<file path="src/pkg/mpto_pkg.sv">
`default_nettype none
package mpto_pkg;
    // Clock and pulse rates
    localparam int CLK_PERIOD_NS = 5;
    localparam int NS_PER_S = 1000000000;
    localparam int CLK_HZ = NS_PER_S / CLK_PERIOD_NS;
    localparam int FS_RATE_PPS = 1440;
    localparam int MAX_RATE_PPS = 2400;
    // Full-scale period is a longest time, saturation period a least time
    localparam int PERIOD_FS_CYC = CLK_HZ / FS_RATE_PPS;
    localparam int PERIOD_SAT_CYC = (CLK_HZ + MAX_RATE_PPS - 1) / MAX_RATE_PPS;
    // Calibration width unit
    localparam int CAL_UNIT_NS = 1000;
    localparam int CAL_UNIT_CYC = CAL_UNIT_NS / CLK_PERIOD_NS;

    // Widths
    localparam int ADDR_W = 4;
    localparam int DATA_W = 32;
    localparam int VAL_W = 16;
    localparam int SRC_W = 8;
    localparam int PER_W = 34;

    // Register addresses
    localparam logic [ADDR_W-1:0] ADDR_SRC = 4'h0;
    localparam logic [ADDR_W-1:0] ADDR_FREF = 4'h1;
    localparam logic [ADDR_W-1:0] ADDR_CREF = 4'h2;
    localparam logic [ADDR_W-1:0] ADDR_CAL = 4'h3;
    localparam logic [ADDR_W-1:0] ADDR_STATUS = 4'h4;
    localparam logic [ADDR_W-1:0] ADDR_PERIOD = 4'h5;

    // Monitor source codes
    localparam logic [SRC_W-1:0] SRC_FREQ = 8'h01;
    localparam logic [SRC_W-1:0] SRC_CURR = 8'h02;
    localparam logic [SRC_W-1:0] SRC_REF = 8'h15;

    // Reset values and limits (frequency 0.01 Hz, current 0.01 A)
    localparam logic [SRC_W-1:0] SRC_RESET = 8'h01;
    localparam logic [VAL_W-1:0] FREF_RESET = 16'h1770;
    localparam logic [VAL_W-1:0] FREF_MAX = 16'h9C40;
    localparam logic [VAL_W-1:0] CREF_RESET = 16'h0BB8;
    localparam logic [VAL_W-1:0] CREF_MAX = 16'hC350;
    localparam logic [VAL_W-1:0] CAL_RESET = 16'h0064;

    // Status bit positions
    localparam int ST_RUN = 0;
    localparam int ST_BUSY = 1;
    localparam int ST_REFUSED = 2;
    localparam int ST_SAT = 3;

    typedef enum logic [1:0] {
        MPTO_IDLE = 2'b00,
        MPTO_CALC = 2'b01
    } mpto_state_e;
endpackage
`default_nettype wire

</file>
<file path="src/rtl/mpto_divider.sv">
`timescale 1ns/10ps
`default_nettype none
// Restoring divider, one quotient bit per clock
module mpto_divider #(
    parameter int NUM_W = 34,
    parameter int DEN_W = 16
) (
    // Clock and reset
    input wire logic clk,
    input wire logic rst,
    // Request
    input wire logic start,
    input wire logic [NUM_W-1:0] num,
    input wire logic [DEN_W-1:0] den,
    // Answer
    output logic done,
    output logic [NUM_W-1:0] quo
);
    localparam int CNT_W = $clog2(NUM_W + 1);
    localparam logic [CNT_W-1:0] CNT_LOAD = CNT_W'(NUM_W);
    localparam logic [CNT_W-1:0] CNT_LAST = CNT_W'(1);

    logic [DEN_W-1:0] rem_q;
    logic [DEN_W-1:0] rem_d;
    logic [DEN_W-1:0] den_q;
    logic [NUM_W-1:0] dvd_q;
    logic [CNT_W-1:0] cnt_q;
    logic busy_q;
    logic done_q;
    logic [DEN_W:0] shifted;
    logic take;

    always_comb begin
        shifted = {rem_q, dvd_q[NUM_W-1]};
        take = shifted >= {1'b0, den_q};
        rem_d = take ? DEN_W'(shifted - {1'b0, den_q}) : DEN_W'(shifted);
    end

    always_ff @(posedge clk or posedge rst) begin
        if (rst) begin
            rem_q <= '0;
            den_q <= '0;
            dvd_q <= '0;
            cnt_q <= '0;
            busy_q <= 1'b0;
            done_q <= 1'b0;
        end else if (start) begin
            rem_q <= '0;
            den_q <= den;
            dvd_q <= num;
            cnt_q <= CNT_LOAD;
            busy_q <= 1'b1;
            done_q <= 1'b0;
        end else if (busy_q) begin
            rem_q <= rem_d;
            dvd_q <= {dvd_q[NUM_W-2:0], take};
            cnt_q <= cnt_q - CNT_LAST;
            busy_q <= cnt_q != CNT_LAST;
            done_q <= cnt_q == CNT_LAST;
        end else begin
            done_q <= 1'b0;
        end
    end

    assign done = done_q;
    assign quo = dvd_q;
endmodule // mpto_divider
`default_nettype wire

</file>
<file path="src/rtl/mpto_top.sv">
`timescale 1ns/10ps
`default_nettype none
module mpto_top #(
    parameter logic [mpto_pkg::PER_W-1:0] PERIOD_FS_CYC =
        mpto_pkg::PER_W'(mpto_pkg::PERIOD_FS_CYC),
    parameter logic [mpto_pkg::PER_W-1:0] PERIOD_SAT_CYC =
        mpto_pkg::PER_W'(mpto_pkg::PERIOD_SAT_CYC),
    parameter logic [mpto_pkg::VAL_W-1:0] CREF_RESET = mpto_pkg::CREF_RESET
) (
    // Clock and reset
    input wire logic clk,
    input wire logic rst,
    // Register port
    input wire logic [mpto_pkg::ADDR_W-1:0] addr,
    input wire logic [mpto_pkg::DATA_W-1:0] wdata,
    input wire logic wr,
    input wire logic rd,
    output logic [mpto_pkg::DATA_W-1:0] rdata,
    // Monitor quantities from the drive core
    input wire logic [mpto_pkg::VAL_W-1:0] output_frequency,
    input wire logic [mpto_pkg::VAL_W-1:0] output_current,
    input wire logic running,
    input wire logic parameter_write_restriction,
    // Pulse terminal
    output logic pulse_monitor_output
);
    localparam int PW = mpto_pkg::PER_W;
    localparam int VW = mpto_pkg::VAL_W;
    localparam logic [PW-1:0] PER_ONE = PW'(1);
    localparam logic [PW-1:0] CAL_UNIT = PW'(mpto_pkg::CAL_UNIT_CYC);
    localparam int SW = mpto_pkg::SRC_W;
    localparam int DW = mpto_pkg::DATA_W;
    localparam int KEY_W = SW + 2 * VW;
    // Divider answers after one load clock plus one clock per quotient bit
    localparam int DIV_LAT = PW + 1;

    function automatic logic hit(input logic [mpto_pkg::ADDR_W-1:0] a,
                                 input logic [mpto_pkg::ADDR_W-1:0] reg_addr);
        hit = a == reg_addr;
    endfunction

    // Current source picks the current value and reference
    function automatic logic is_curr(input logic [SW-1:0] src);
        is_curr = src == mpto_pkg::SRC_CURR;
    endfunction

    // Reference code shows full scale without a running drive
    function automatic logic needs_run(input logic [SW-1:0] src);
        needs_run = src != mpto_pkg::SRC_REF;
    endfunction

    function automatic logic is_known(input logic [DW-1:0] code);
        is_known = code == DW'(mpto_pkg::SRC_FREQ) || code == DW'(mpto_pkg::SRC_CURR) ||
            code == DW'(mpto_pkg::SRC_REF);
    endfunction

    function automatic logic [PW-1:0] high_of(input logic [PW-1:0] per,
                                              input logic [PW-1:0] width);
        if (per == '0) begin
            high_of = '0;
        end else if (width >= per) begin
            high_of = per - PER_ONE;
        end else begin
            high_of = width;
        end
    endfunction

    logic [mpto_pkg::SRC_W-1:0] src_q;
    logic [VW-1:0] fref_q;
    logic [VW-1:0] cref_q;
    logic [VW-1:0] cal_q;
    logic refused_q;
    logic [mpto_pkg::DATA_W-1:0] rdata_q;
    logic sat_q;
    logic pulse_q;
    logic [PW-1:0] per_new_q;
    logic [PW-1:0] per_act_q;
    logic [PW-1:0] hi_act_q;
    logic [PW-1:0] phase_q;
    logic [KEY_W-1:0] key_q;
    mpto_pkg::mpto_state_e state_q;

    logic [VW-1:0] sel_val;
    logic [VW-1:0] sel_ref;
    logic [KEY_W-1:0] key_now;
    logic changed;
    logic div_start;
    logic div_done;
    logic [PW-1:0] div_num;
    logic [PW-1:0] div_quo;
    logic [PW-1:0] per_lim;
    logic [PW-1:0] cal_cyc;
    logic [PW-1:0] hi_next;
    logic wrap;
    logic pulse_d;
    logic restricted;
    logic wr_src_ok;
    logic wr_fref_ok;
    logic wr_cref_ok;
    logic wr_cal_ok;
    logic wr_refused;
    logic [DW-1:0] rd_mux;

    // Write qualification
    always_comb begin
        restricted = parameter_write_restriction && running;
        // Source choice is a general setting and obeys the restriction
        wr_src_ok = is_known(wdata) && !restricted;
        wr_fref_ok = wdata <= DW'(mpto_pkg::FREF_MAX);
        wr_cref_ok = wdata <= DW'(mpto_pkg::CREF_MAX);
        // Calibration while stopped only if the source needs no drive
        wr_cal_ok = wdata[DW-1:VW] == '0 && (running || !needs_run(src_q));
        wr_refused = wr && ((hit(addr, mpto_pkg::ADDR_SRC) && !wr_src_ok) ||
            (hit(addr, mpto_pkg::ADDR_FREF) && !wr_fref_ok) ||
            (hit(addr, mpto_pkg::ADDR_CREF) && !wr_cref_ok) ||
            (hit(addr, mpto_pkg::ADDR_CAL) && !wr_cal_ok));
    end

    // Settings
    always_ff @(posedge clk or posedge rst) begin
        if (rst) begin
            src_q <= mpto_pkg::SRC_RESET;
            fref_q <= mpto_pkg::FREF_RESET;
            cref_q <= CREF_RESET;
            cal_q <= mpto_pkg::CAL_RESET;
        end else if (wr) begin
            if (hit(addr, mpto_pkg::ADDR_SRC) && wr_src_ok) begin
                src_q <= wdata[SW-1:0];
            end
            if (hit(addr, mpto_pkg::ADDR_FREF) && wr_fref_ok) begin
                fref_q <= wdata[VW-1:0];
            end
            if (hit(addr, mpto_pkg::ADDR_CREF) && wr_cref_ok) begin
                cref_q <= wdata[VW-1:0];
            end
            if (hit(addr, mpto_pkg::ADDR_CAL) && wr_cal_ok) begin
                cal_q <= wdata[VW-1:0];
            end
        end
    end

    // Refused write flag, cleared by reading status; a new refusal wins
    always_ff @(posedge clk or posedge rst) begin
        if (rst) begin
            refused_q <= 1'b0;
        end else if (wr_refused) begin
            refused_q <= 1'b1;
        end else if (rd && hit(addr, mpto_pkg::ADDR_STATUS)) begin
            refused_q <= 1'b0;
        end
    end

    // Read decode
    always_comb begin
        rd_mux = '0;
        case (addr)
            mpto_pkg::ADDR_SRC: begin
                rd_mux = DW'(src_q);
            end
            mpto_pkg::ADDR_FREF: begin
                rd_mux = DW'(fref_q);
            end
            mpto_pkg::ADDR_CREF: begin
                rd_mux = DW'(cref_q);
            end
            mpto_pkg::ADDR_CAL: begin
                rd_mux = DW'(cal_q);
            end
            mpto_pkg::ADDR_STATUS: begin
                rd_mux[mpto_pkg::ST_RUN] = running;
                rd_mux[mpto_pkg::ST_BUSY] = state_q != mpto_pkg::MPTO_IDLE;
                rd_mux[mpto_pkg::ST_REFUSED] = refused_q;
                rd_mux[mpto_pkg::ST_SAT] = sat_q;
            end
            mpto_pkg::ADDR_PERIOD: begin
                rd_mux = DW'(per_act_q);
            end
            default: begin
                rd_mux = '0;
            end
        endcase
    end

    // Read data stand for the one cycle after the strobe
    always_ff @(posedge clk or posedge rst) begin
        if (rst) begin
            rdata_q <= '0;
        end else begin
            rdata_q <= rd ? rd_mux : '0;
        end
    end

    // Monitor value and its full-scale reference
    always_comb begin
        sel_val = is_curr(src_q) ? output_current : output_frequency;
        sel_ref = is_curr(src_q) ? cref_q : fref_q;
        key_now = {src_q, sel_val, sel_ref};
        changed = key_now != key_q;
        // Period is full-scale period times reference over value
        div_num = PERIOD_FS_CYC * PW'(sel_ref);
        div_start = state_q == mpto_pkg::MPTO_IDLE && changed &&
            src_q != mpto_pkg::SRC_REF && sel_val != '0;
        // Never shorter than the fastest allowed period
        per_lim = div_quo < PERIOD_SAT_CYC ? PERIOD_SAT_CYC : div_quo;
    end

    // Period divider
    mpto_divider #(
        .NUM_W(PW),
        .DEN_W(VW)
    ) i_mpto_divider (
        .clk(clk),
        .rst(rst),
        .start(div_start),
        .num(div_num),
        .den(sel_val),
        .done(div_done),
        .quo(div_quo)
    );

    // Recompute the period whenever source, value or reference moves
    always_ff @(posedge clk or posedge rst) begin
        if (rst) begin
            state_q <= mpto_pkg::MPTO_IDLE;
            key_q <= '0;
            per_new_q <= '0;
            sat_q <= 1'b0;
        end else begin
            unique case (state_q)
                mpto_pkg::MPTO_IDLE: begin
                    if (changed) begin
                        key_q <= key_now;
                        if (src_q == mpto_pkg::SRC_REF) begin
                            per_new_q <= PERIOD_FS_CYC;
                            sat_q <= 1'b0;
                        end else if (sel_val == '0) begin
                            per_new_q <= '0;
                            sat_q <= 1'b0;
                        end else begin
                            state_q <= mpto_pkg::MPTO_CALC;
                        end
                    end
                end
                mpto_pkg::MPTO_CALC: begin
                    if (div_done) begin
                        per_new_q <= per_lim;
                        sat_q <= div_quo < PERIOD_SAT_CYC;
                        state_q <= mpto_pkg::MPTO_IDLE;
                    end
                end
                default: begin
                    state_q <= mpto_pkg::MPTO_IDLE;
                end
            endcase
        end
    end

    // New period and high time take effect only at a wrap
    always_comb begin
        cal_cyc = PW'(cal_q) * CAL_UNIT;
        wrap = per_act_q == '0 || phase_q == per_act_q - PER_ONE;
        hi_next = high_of(per_new_q, cal_cyc);
        pulse_d = wrap ? hi_next != '0 : (phase_q + PER_ONE) < hi_act_q;
    end

    always_ff @(posedge clk or posedge rst) begin
        if (rst) begin
            per_act_q <= '0;
            hi_act_q <= '0;
            phase_q <= '0;
        end else if (wrap) begin
            per_act_q <= per_new_q;
            hi_act_q <= hi_next;
            phase_q <= '0;
        end else begin
            phase_q <= phase_q + PER_ONE;
        end
    end

    always_ff @(posedge clk or posedge rst) begin
        if (rst) begin
            pulse_q <= 1'b0;
        end else begin
            pulse_q <= pulse_d;
        end
    end

    assign rdata = rdata_q;
    assign pulse_monitor_output = pulse_q;
endmodule // mpto_top
`default_nettype wire

</file>
<file path="config.mk">
export PLATFORM = sky130hd
export DESIGN_NAME = mpto_top
export DESIGN_NICKNAME = d
export VERILOG_FILES = /design/src/pkg/mpto_pkg.sv /design/src/rtl/mpto_divider.sv /design/src/rtl/mpto_top.sv
export SDC_FILE = /design/constraint.sdc
export NUM_CORES = 1
export LEC_CHECK = 0
export ABC_CLOCK_PERIOD_IN_PS = 7800
export BUFFER_PORTS_ARGS = -buffer_cell sky130_fd_sc_hd__buf_2
export CAP_MARGIN = 20
export CORE_MARGIN = 10
export CORE_UTILIZATION = 50
export DETAILED_ROUTE_END_ITERATION = 8
export PLACE_DENSITY = 0.78
export SETUP_SLACK_MARGIN = 0.02
export SYNTH_ARGS = -nofsm -noshare
export SYNTH_HDL_FRONTEND = slang
export SYNTH_HIERARCHICAL = 1
export SYNTH_SLANG_ARGS = --single-unit
export TNS_END_PERCENT = 50
</file>
<file path="constraint.sdc">
create_clock -name clk -period 7.8 [get_ports clk]
set_clock_uncertainty 0.2 [all_clocks]
set_input_delay 0.78 -clock clk [delete_from_list [all_inputs] [get_ports clk]]
set_output_delay 0.78 -clock clk [all_outputs]
set_load 0.03 [all_outputs]
</file>
# == Word level (Yosys, flattened, before mapping) ==
# Index checks and enable logic that the tools add are counted.
# totals
register_bits,343
latch_bits,0
ram_bits,0
mem_bits_ro,0
out_inout_bits,33
memories,0
# op_classes
add_sub_neg,5
mul,2
n_div,0
magnitude_cmp,6
n_eq_ne,21
shifts,0
mux,38
bitwise_logic,0
reduce_logical,48
# op_table
operator,n
$mux 34,10
$pmux 28 s5,1
$mux 16,5
$logic_not 34->1,2
$pmux 34 s2,1
$sub 34x1->34 const B,2
$le 32x16->1 const B,2
$ne 40x40->1,1
$add 34x1->34 const B,1
$eq 34x34->1,1
$ge 24x34->1,1
$lt 34x17->1 const B,1
$lt 34x34->1,1
$reduce_bool 34->1,1
$eq 32x1->1 const B,1
$eq 32x2->1 const B,1
$eq 32x5->1 const B,1
$logic_not 16->1,2
$mux 32,1
$mul 15x16->31 const A,1
$pmux 4 s6,1
$mul 16x5->21 const B,1
$ge 17x16->1,1
$logic_and 1x1->1,16
27 further kinds,64

# == Logic depth before layout (Yosys ltp) ==
# Gate-level depths: netlist (run 1).
# depth
word_depth,11
ltp_mapped,28

# == Hierarchy ==
# Netlist (run 1), hierarchy kept.
# by_module_without_submodules
module,instances,cells_per_inst,area_per_inst_um2,seq_area_each_um2
mpto_top,1,2085,20594.8,6729.0
mpto_divider,1,458,4250.3,1851.8

# == Worst setup path before layout (run 1) ==
# Ideal clock, no wire load.
# synth_timing
path_type,register -> register
from,register src_q[3] (netlist bit)
to,"register i_mpto_divider.dvd_q[29], in the netlist i_mpto_divider/quo[29]"
setup_ps,133
t_arrival_ps,7206
required_ps,7467
slack_ps,261
stages_incl_launch_ff,29
n_path_buf,2
period_less_slack_ps,7539
path_cell_list,dfrtp_1 -> or4_4 -> or4_4 -> buf_6 -> buf_2 -> mux2_2 -> fa_1 -> ha_1 -> inv_1 -> fa_1 -> inv_1 -> ha_1 -> inv_1 -> fa_1 -> inv_1 -> ha_1 -> fa_1 -> a21o_1 -> a21oi_1 -> o21ai_0 -> a221oi_1 -> o21ai_0 -> or4b_2 -> and3_1 -> o21ai_0 -> nand2b_1 -> xor2_1 -> nand2_1 -> o21ai_0
# synth_lines
item,line,source
start: declaration,mpto_top.sv:68,logic [mpto_pkg::SRC_W-1:0] src_q;
start signal: assignment,mpto_top.sv:122,src_q <= mpto_pkg::SRC_RESET;
start signal: assignment,mpto_top.sv:128,src_q <= wdata[SW-1:0];
$eq 8x2->1,mpto_top.sv:44,is_curr = src == mpto_pkg::SRC_CURR;
$mux 16,mpto_top.sv:196,sel_ref = is_curr(src_q) ? cref_q : fref_q;
$mul 15x16->31,mpto_top.sv:200,div_num = PERIOD_FS_CYC * PW'(sel_ref);
named net div_num[29],mpto_top.sv:89,logic [PW-1:0] div_num;
$mux 34,mpto_divider.sv:47,end else if (start) begin
end signal: assignment,mpto_divider.sv:50,dvd_q <= num;
end signal: assignment,mpto_divider.sv:56,"dvd_q <= {dvd_q[NUM_W-2:0], take};"
end: declaration,mpto_divider.sv:26,logic [NUM_W-1:0] dvd_q;
# The timed path passes the listed nets, and every way through them passes these cells.
# A chain may end at the register's enable or synchronous reset.

# == Worst setup path after layout (run 1) ==
# layout_timing
from,register src_q[3] (netlist bit)
to,"register i_mpto_divider.dvd_q[32], in the netlist i_mpto_divider/quo[32]"
# layout_lines
item,line,source
$eq 8x2->1,mpto_top.sv:44,
$mux 16,mpto_top.sv:196,
named net sel_ref[7],mpto_top.sv:84,logic [VW-1:0] sel_ref;
$mul 15x16->31,mpto_top.sv:200,
named net div_num[32],mpto_top.sv:89,
$mux 34,mpto_divider.sv:47,
# The timed path passes the listed nets, and every way through them passes these cells.

==> run summary, run 1 <==
Worst-margin pin slew - 1.09 ns
Critical Path RT - 8.07 ns
Setup Crit Path Kind - reg -> reg
H-tree levels - 2
Tot GR Track Use - 0.218
Die Ht - 243 microns
Max VDD drop - 0.167 mV
Crit-path cells - or4_4 > or4_4 > buf_6 > mux2_4 > fa_1 > ha_1 > inv_1 > fa_1 > inv_1 > fa_1 > fa_1 > ha_1 > ha_2 > and2_1 > o21ai_0 > o31ai_1 > o41ai_2 > o21ai_1 > a311oi_2 > o21ai_0 > a21oi_1 > xnor2_1 > nand2_1 > o21ai_0
Initial Util - 0.507
Highest net fanout along the worst path - 19
Max_cap viols - 0
EDFF count, synth - 0
Cell count after synthesis - 2543
Vias per inst - 5.92
Io pins - 107
Area growth from synthesis to layout - 11.1%
Placement Cell Area - 26000 sq um
P_leak - 13.9 nW
Yosys top cell by area - dfrtp_1
Share of layout cells above drive strength 1 - 0.149
Setup violations, final - 0
Die Wd - 243 microns
First drt pass iteration count - 8
Initial antenna violation count - 0
Crit path launch type - flip-flop
Design Power - 0.00726 W
HP Class - in -> async
Worst path bufs/invs - 3
Number of synthesized register bits - 342
Top-count cell post-synth - dfrtp_1
Clock sinks - 342
Setup crit end kind - flip-flop
Share of the synthesized area in the top cell type - 0.326
Achievable Freq - 133 MHz
Pwr per Cell Area - 263 nW/um^2
Register area share after synthesis - 0.345
CTS root buf - clkbuf_16
Status - finished clean
CTS tree - built
Cell mode on critical path - fa_1
Area contributors post-synth - dfrtp_1 (33%), ha_1 (12%), fa_1 (6.0%), xnor2_1 (4.4%), mux2_2 (3.9%)
Via count - 19700
Antenna-violating nets left - 0
Slew Limit Fails - 0
Congestion Overflow GR - 0
Core Region - 49100 sq um
CP peak stage delay - 0.57 ns
Synth warnings - 6
Die area - 59000 sq um
Vias in the first global route - 19600
1st-iter DRT viols - 1750
Crit path arrival time - 7.80 ns
DP Worst Slack - -0.0990 ns
Port-buffer cells - 106
First-pass GRT wire length - 106 mm
Mapped Area - 24800 sq um
Post-route cell area - 27600 sq um
RSZ-0062 raised after global routing - false
# diodes - 0
Setup ws final - 0.268 ns
Synth top cells by count - dfrtp_1 (324), ha_1 (243), nand2_1 (230)
WL/cell - 19.8 microns
Detailed placement HPWL - 50.2 mm
GPL Wtd Cong - 0.955
Routed WL - 65.9 mm
# nets final - 3020
Worst skew pair latency - 0.57 ns
Main synth FF type - dfrtp_1
Number of remaining DRC errors - 0
Largest net degree at the start of global routing - 170
Slew HR - 0.267
CTS Hold Buffers Added - 0
FP Rows - 81
Hold slack - 0.208 ns
Final critical-path required period - 7.53 ns
Clk slew on worst S/H paths - 0.06 ns
Critical path's top delay family - adder cells
Syn avg cell area - 9.77 sq um
Slowest stage cell, crit path - or4_4
Netlist cell types - 87
Total CTS buffers - 39
Fraction of registers with async set/reset - 1.00
Clock tree buffer depth - 3
Hold Violations, Final - 0
Fin crit share - 0.966
-- metal layers --
layer	share of wire	track usage
met1	0.43	0.289
met2	0.47	0.352
met3	0.064	0.0290
met4	0.043	0.0945
met5	0	0
-- layout by cell type, fill, tap and decap left out, types with 13 or more instances in the layout --
| master | synthesis | final |
|---|---|---|
| mux2i_1 | 74 | 74 |
| xnor2_1 | 126 | 126 |
| mux2_2 | 85 | 81 |
| a211oi_1 | 15 | 15 |
| o21ai_0 | 169 | 165 |
| or3_1 | 13 | 13 |
| buf_2 | 5 | 107 |
| fa_1 | 74 | 73 |
| mux2_4 | 37 | 41 |
| dfstp_2 | 18 | 18 |
| nand2_1 | 230 | 230 |
| a21o_1 | 32 | 32 |
| a21oi_1 | 78 | 77 |
| and2_1 | 18 | 16 |
| ha_1 | 243 | 241 |
| o211ai_1 | 21 | 21 |
| nand3_1 | 58 | 58 |
| nor2_1 | 110 | 110 |
| xor2_1 | 68 | 68 |
| and3_1 | 57 | 57 |
| nand2b_1 | 23 | 23 |
| nand4_1 | 41 | 41 |
| buf_4 | 5 | 34 |
| nor2b_1 | 18 | 18 |
| dfrtp_1 | 324 | 323 |
| a22oi_1 | 23 | 23 |
| nor4_1 | 47 | 46 |
| clkbuf_16 | 0 | 40 |
| inv_1 | 214 | 212 |
| nor3_1 | 64 | 64 |
-- flip-flops by register name, summed over array words and instances, names as in the netlist, 6 cells and up --
name                  cells
rdata                    32
key_q                    40
i_mpto_divider/quo       34
i_mpto_divider/rem_q     16
fref_q                   16
phase_q                  34
hi_act_q                 34
src_q                     8
i_mpto_divider/cnt_q      6
i_mpto_divider/den_q     16
cref_q                   16
cal_q                    16
per_new_q                34
per_act_q                34
-- report_power, final --
part           leakage [nW]  switching (W)  internal, W  total (W)
logic                  8.92        0.00170      0.00118    0.00289
clock network         0.684       0.000795      0.00122    0.00202
registers              4.26       0.000261      0.00209    0.00235
total                  13.9        0.00276      0.00450    0.00726
-- final cells by class --
type | instances | area, sq um
sequential | 342 | 8580
inverter | 217 | 822
timing repair buffer | 144 | 850
clock buffer | 48 | 1070
clock inverter | 24 | 349
multi-input combinational | 1885 | 15100
fill | 4151 | 21500
tap | 664 | 831
-- repair_timing --
| action | CTS | global route |
|---|---|---|
| pin swaps | 0 | 2 |
| gates resized for setup | 6 | 14 |
| gates cloned | 0 | 1 |
| buffers inserted | 0 | 6 |
| setup endpoints to repair | 2 | 6 |
-- worst register-to-register path: cells and delay by family (launching register included) --
family | cells | cell delay, ns
simple gates | 4 | 1.35
flops | 1 | 0.39
compound gates | 8 | 1.67
mux | 1 | 0.41
buf+inv | 3 | 0.33
xor+xnor | 1 | 0.15
fa+ha+maj | 7 | 2.93
-- worst paths after layout --
path	cells past startpoint	slack (ns)	endpoint	from
worst max register to register	24	0.27	i_mpto_divider/quo[32]	src_q[3]
min in group clk	2	0.28	hi_act_q[15]	hi_act_q[15]
worst max-delay path	24	0.27	i_mpto_divider/quo[32]	src_q[3]
worst min-delay path	3	0.21	key_q[28]	rst
max in group asynchronous	4	5.73	src_q[4]	rst
worst min register to register	2	0.28	hi_act_q[15]	hi_act_q[15]
-- cells by family after synthesis --
group / count (synthesis) / share of synthesized area
simple gates: 721 / 0.145
compound gates: 452 / 0.117
flops: 342 / 0.345
buf+inv: 319 / 0.0513
fa+ha+maj: 317 / 0.182
mux: 197 / 0.0913
xor+xnor: 194 / 0.0684
other cells: 1 / 0.000151
-- through the flow --
stage                     instances  TNS, ns   util
after floorplan                2545        0      -
after global placement         3243        0  0.530
after detailed placement       3243  -0.0990  0.530
after CTS                      3315        0  0.560
after global routing           3324        0  0.563
final                          3324        0  0.563
Power figures use the tool's default switching activity.
==> inputs of run 2 (changes only) <==
==> constraint.sdc (replaced) <==
create_clock -name clk -period 7.8 [get_ports clk]
set_clock_uncertainty 0.2 [all_clocks]
set_input_delay 1.56 -clock clk [delete_from_list [all_inputs] [get_ports clk]]
set_output_delay 1.56 -clock clk [all_outputs]
set_load 0.03 [all_outputs]
==> run summary, run 2 (same netlist as run 1, synthesis figures left out) <==
Initial Util - 0.507 (unchanged)
Core Region - 49100 sq um (unchanged)
H-tree levels - 2 (unchanged)
First drt pass iteration count - 6 (-2)
Placement Cell Area - 26000 sq um (about the same)
Routed WL - 66.3 mm (+0.64%)
Worst-margin pin slew - 0.965 ns (-0.126 ns)
CTS root buf - clkbuf_16
Setup crit end kind - flip-flop
Die Ht - 243 microns (unchanged)
DP Worst Slack - -0.160 ns (-0.0614 ns)
Crit path arrival time - 7.71 ns (-0.09 ns)
Critical Path RT - 8.00 ns (-0.07 ns)
Initial antenna violation count - 0 (unchanged)
GPL Wtd Cong - 0.956 (about the same)
Final critical-path required period - 7.51 ns (-0.0187 ns)
Max_cap viols - 0 (unchanged)
Setup ws final - 0.286 ns (+0.0187 ns)
P_leak - 13.8 nW (-0.17%)
Antenna-violating nets left - 0 (unchanged)
# nets final - 3016 (-0.13%)
Clk slew on worst S/H paths - 0.07 ns (about the same)
1st-iter DRT viols - 1657 (-5.3%)
Clock tree buffer depth - 3 (unchanged)
FP Rows - 81 (unchanged)
Slew HR - 0.351 (+0.0843)
Via count - 19600 (-0.38%)
Vias in the first global route - 19600 (-0.041%)
HP Class - reg -> reg
Crit path launch type - flip-flop
Final Util - 0.561 (-0.00184)
Highest net fanout along the worst path - 18 (-1)
Hold slack - 0.279 ns (+0.0712 ns)
Tot GR Track Use - 0.220 (+0.00171)
Io pins - 107 (unchanged)
Total CTS buffers - 39 (unchanged)
Achievable Freq - 133 MHz (+0.25%)
Pwr per Cell Area - 262 nW/um^2 (-0.27%)
Status - finished clean
Worst skew pair latency - 0.58 ns (about the same)
Commonest non-fill, non-tap cell in the layout - dfrtp_1
CTS tree - built
Setup violations, final - 0 (unchanged)
RSZ-0062 raised after global routing - true
First-pass GRT wire length - 107 mm (+0.59%)
Largest net degree at the start of global routing - 131 (-23%)
Most flops, register - key_q
# diodes - 0 (unchanged)
WL/cell - 20.0 microns (+0.76%)
Setup Crit Path Kind - reg -> reg
Area growth from synthesis to layout - 10.7%
Detailed placement HPWL - 50.4 mm (+0.49%)
Die area - 59000 sq um (unchanged)
Vias per inst - 5.91 (-0.26%)
Max VDD drop - 0.231 mV (+38%)
Clock sinks - 342 (unchanged)
Port-buffer cells - 106 (unchanged)
Die Wd - 243 microns (unchanged)
Max reg flops - 40 (unchanged)
Slew Limit Fails - 0 (unchanged)
Commonest non-fill, non-tap cells in the layout - dfrtp_1 (323), ha_1 (243), nand2_1 (230), inv_1 (212), o21ai_0 (168)
Hold Violations, Final - 0 (unchanged)
Post-route cell area - 27500 sq um (-0.33%)
Share of layout cells above drive strength 1 - 0.146 (-0.00279)
CTS Hold Buffers Added - 0 (unchanged)
Congestion Overflow GR - 0 (unchanged)
Number of remaining DRC errors - 0 (unchanged)
Fin crit share - 0.963 (-0.00239)
==> run 2: stage by stage <==
step / power [W] / cells / setup TNS [ns]
floorplan: 0.00452 / 2545 / 0
global placement: 0.00508 / 3244 / 0
detailed placement: 0.00517 / 3244 / -0.183
CTS: 0.00717 / 3316 / 0
global route: 0.00762 / 3320 / -0.0113
finish: 0.00721 / 3320 / 0
==> run 2: final timing paths <==
kind                                   from                    to  slack, ns  cells past startpoint
worst max-delay path               cal_q[5]  pulse_monitor_output       0.29                     24
worst min-delay path            hi_act_q[2]           hi_act_q[2]       0.28                      2
worst max register to register     cal_q[5]  pulse_monitor_output       0.29                     24
worst min register to register  hi_act_q[2]           hi_act_q[2]       0.28                      2
max in group asynchronous               rst            phase_q[1]       5.24                      3
min in group asynchronous               rst         per_new_q[19]       0.96                      2
==> run 2: critical path: stages, from the launching register on <==
cell	delay, ns
dfstp_2	0.64
ha_1	0.28
ha_1	0.29
inv_1	0.05
fa_1	0.50
inv_1	0.04
ha_1	0.37
a21o_1	0.21
a2bb2oi_1	0.29
a21o_1	0.22
a31oi_1	0.13
a21o_1	0.19
a21oi_1	0.17
xnor2_1	0.34
ha_1	0.37
a21o_1	0.18
a21oi_1	0.12
o21ai_0	0.08
a21o_1	0.18
o2111ai_1	0.34
clkinvlp_4	0.40
o211a_1	0.34
or4b_2	0.65
nor4b_1	0.53
mux2i_1	0.21
==> run 2: layer usage <==
layer,vias to the layer above,GRT usage,share of wire
li1,9139,-,-
met1,9603,0.287,0.43
met2,731,0.359,0.47
met3,145,0.0297,0.062
met4,0,0.0945,0.039
met5,-,0,0
==> run 2: layout make-up <==
class / instances / area, sq um
sequential: 342 / 8580
fill: 4239 / 21500
multi-input combinational: 1884 / 15100
clock inverter: 23 / 310
inverter: 217 / 822
timing repair buffer: 141 / 827
clock buffer: 49 / 1080
tap: 664 / 831
==> run 2: where the power goes <==
part / switching (W) / total [W] / internal, W
Combinational: 0.00172 / 0.00288 / 0.00116
Clock: 0.000785 / 0.00198 / 0.00120
Sequential: 0.000261 / 0.00235 / 0.00209
==> run 2: repair_timing <==
action                                  4_1_cts  5_1_grt
hold endpoints to repair                      0        0
resized for setup                             2        8
cloned                                        0        0
endpoints found under the setup margin        2        6
buffers inserted                              0        1
pin swaps                                     0        2
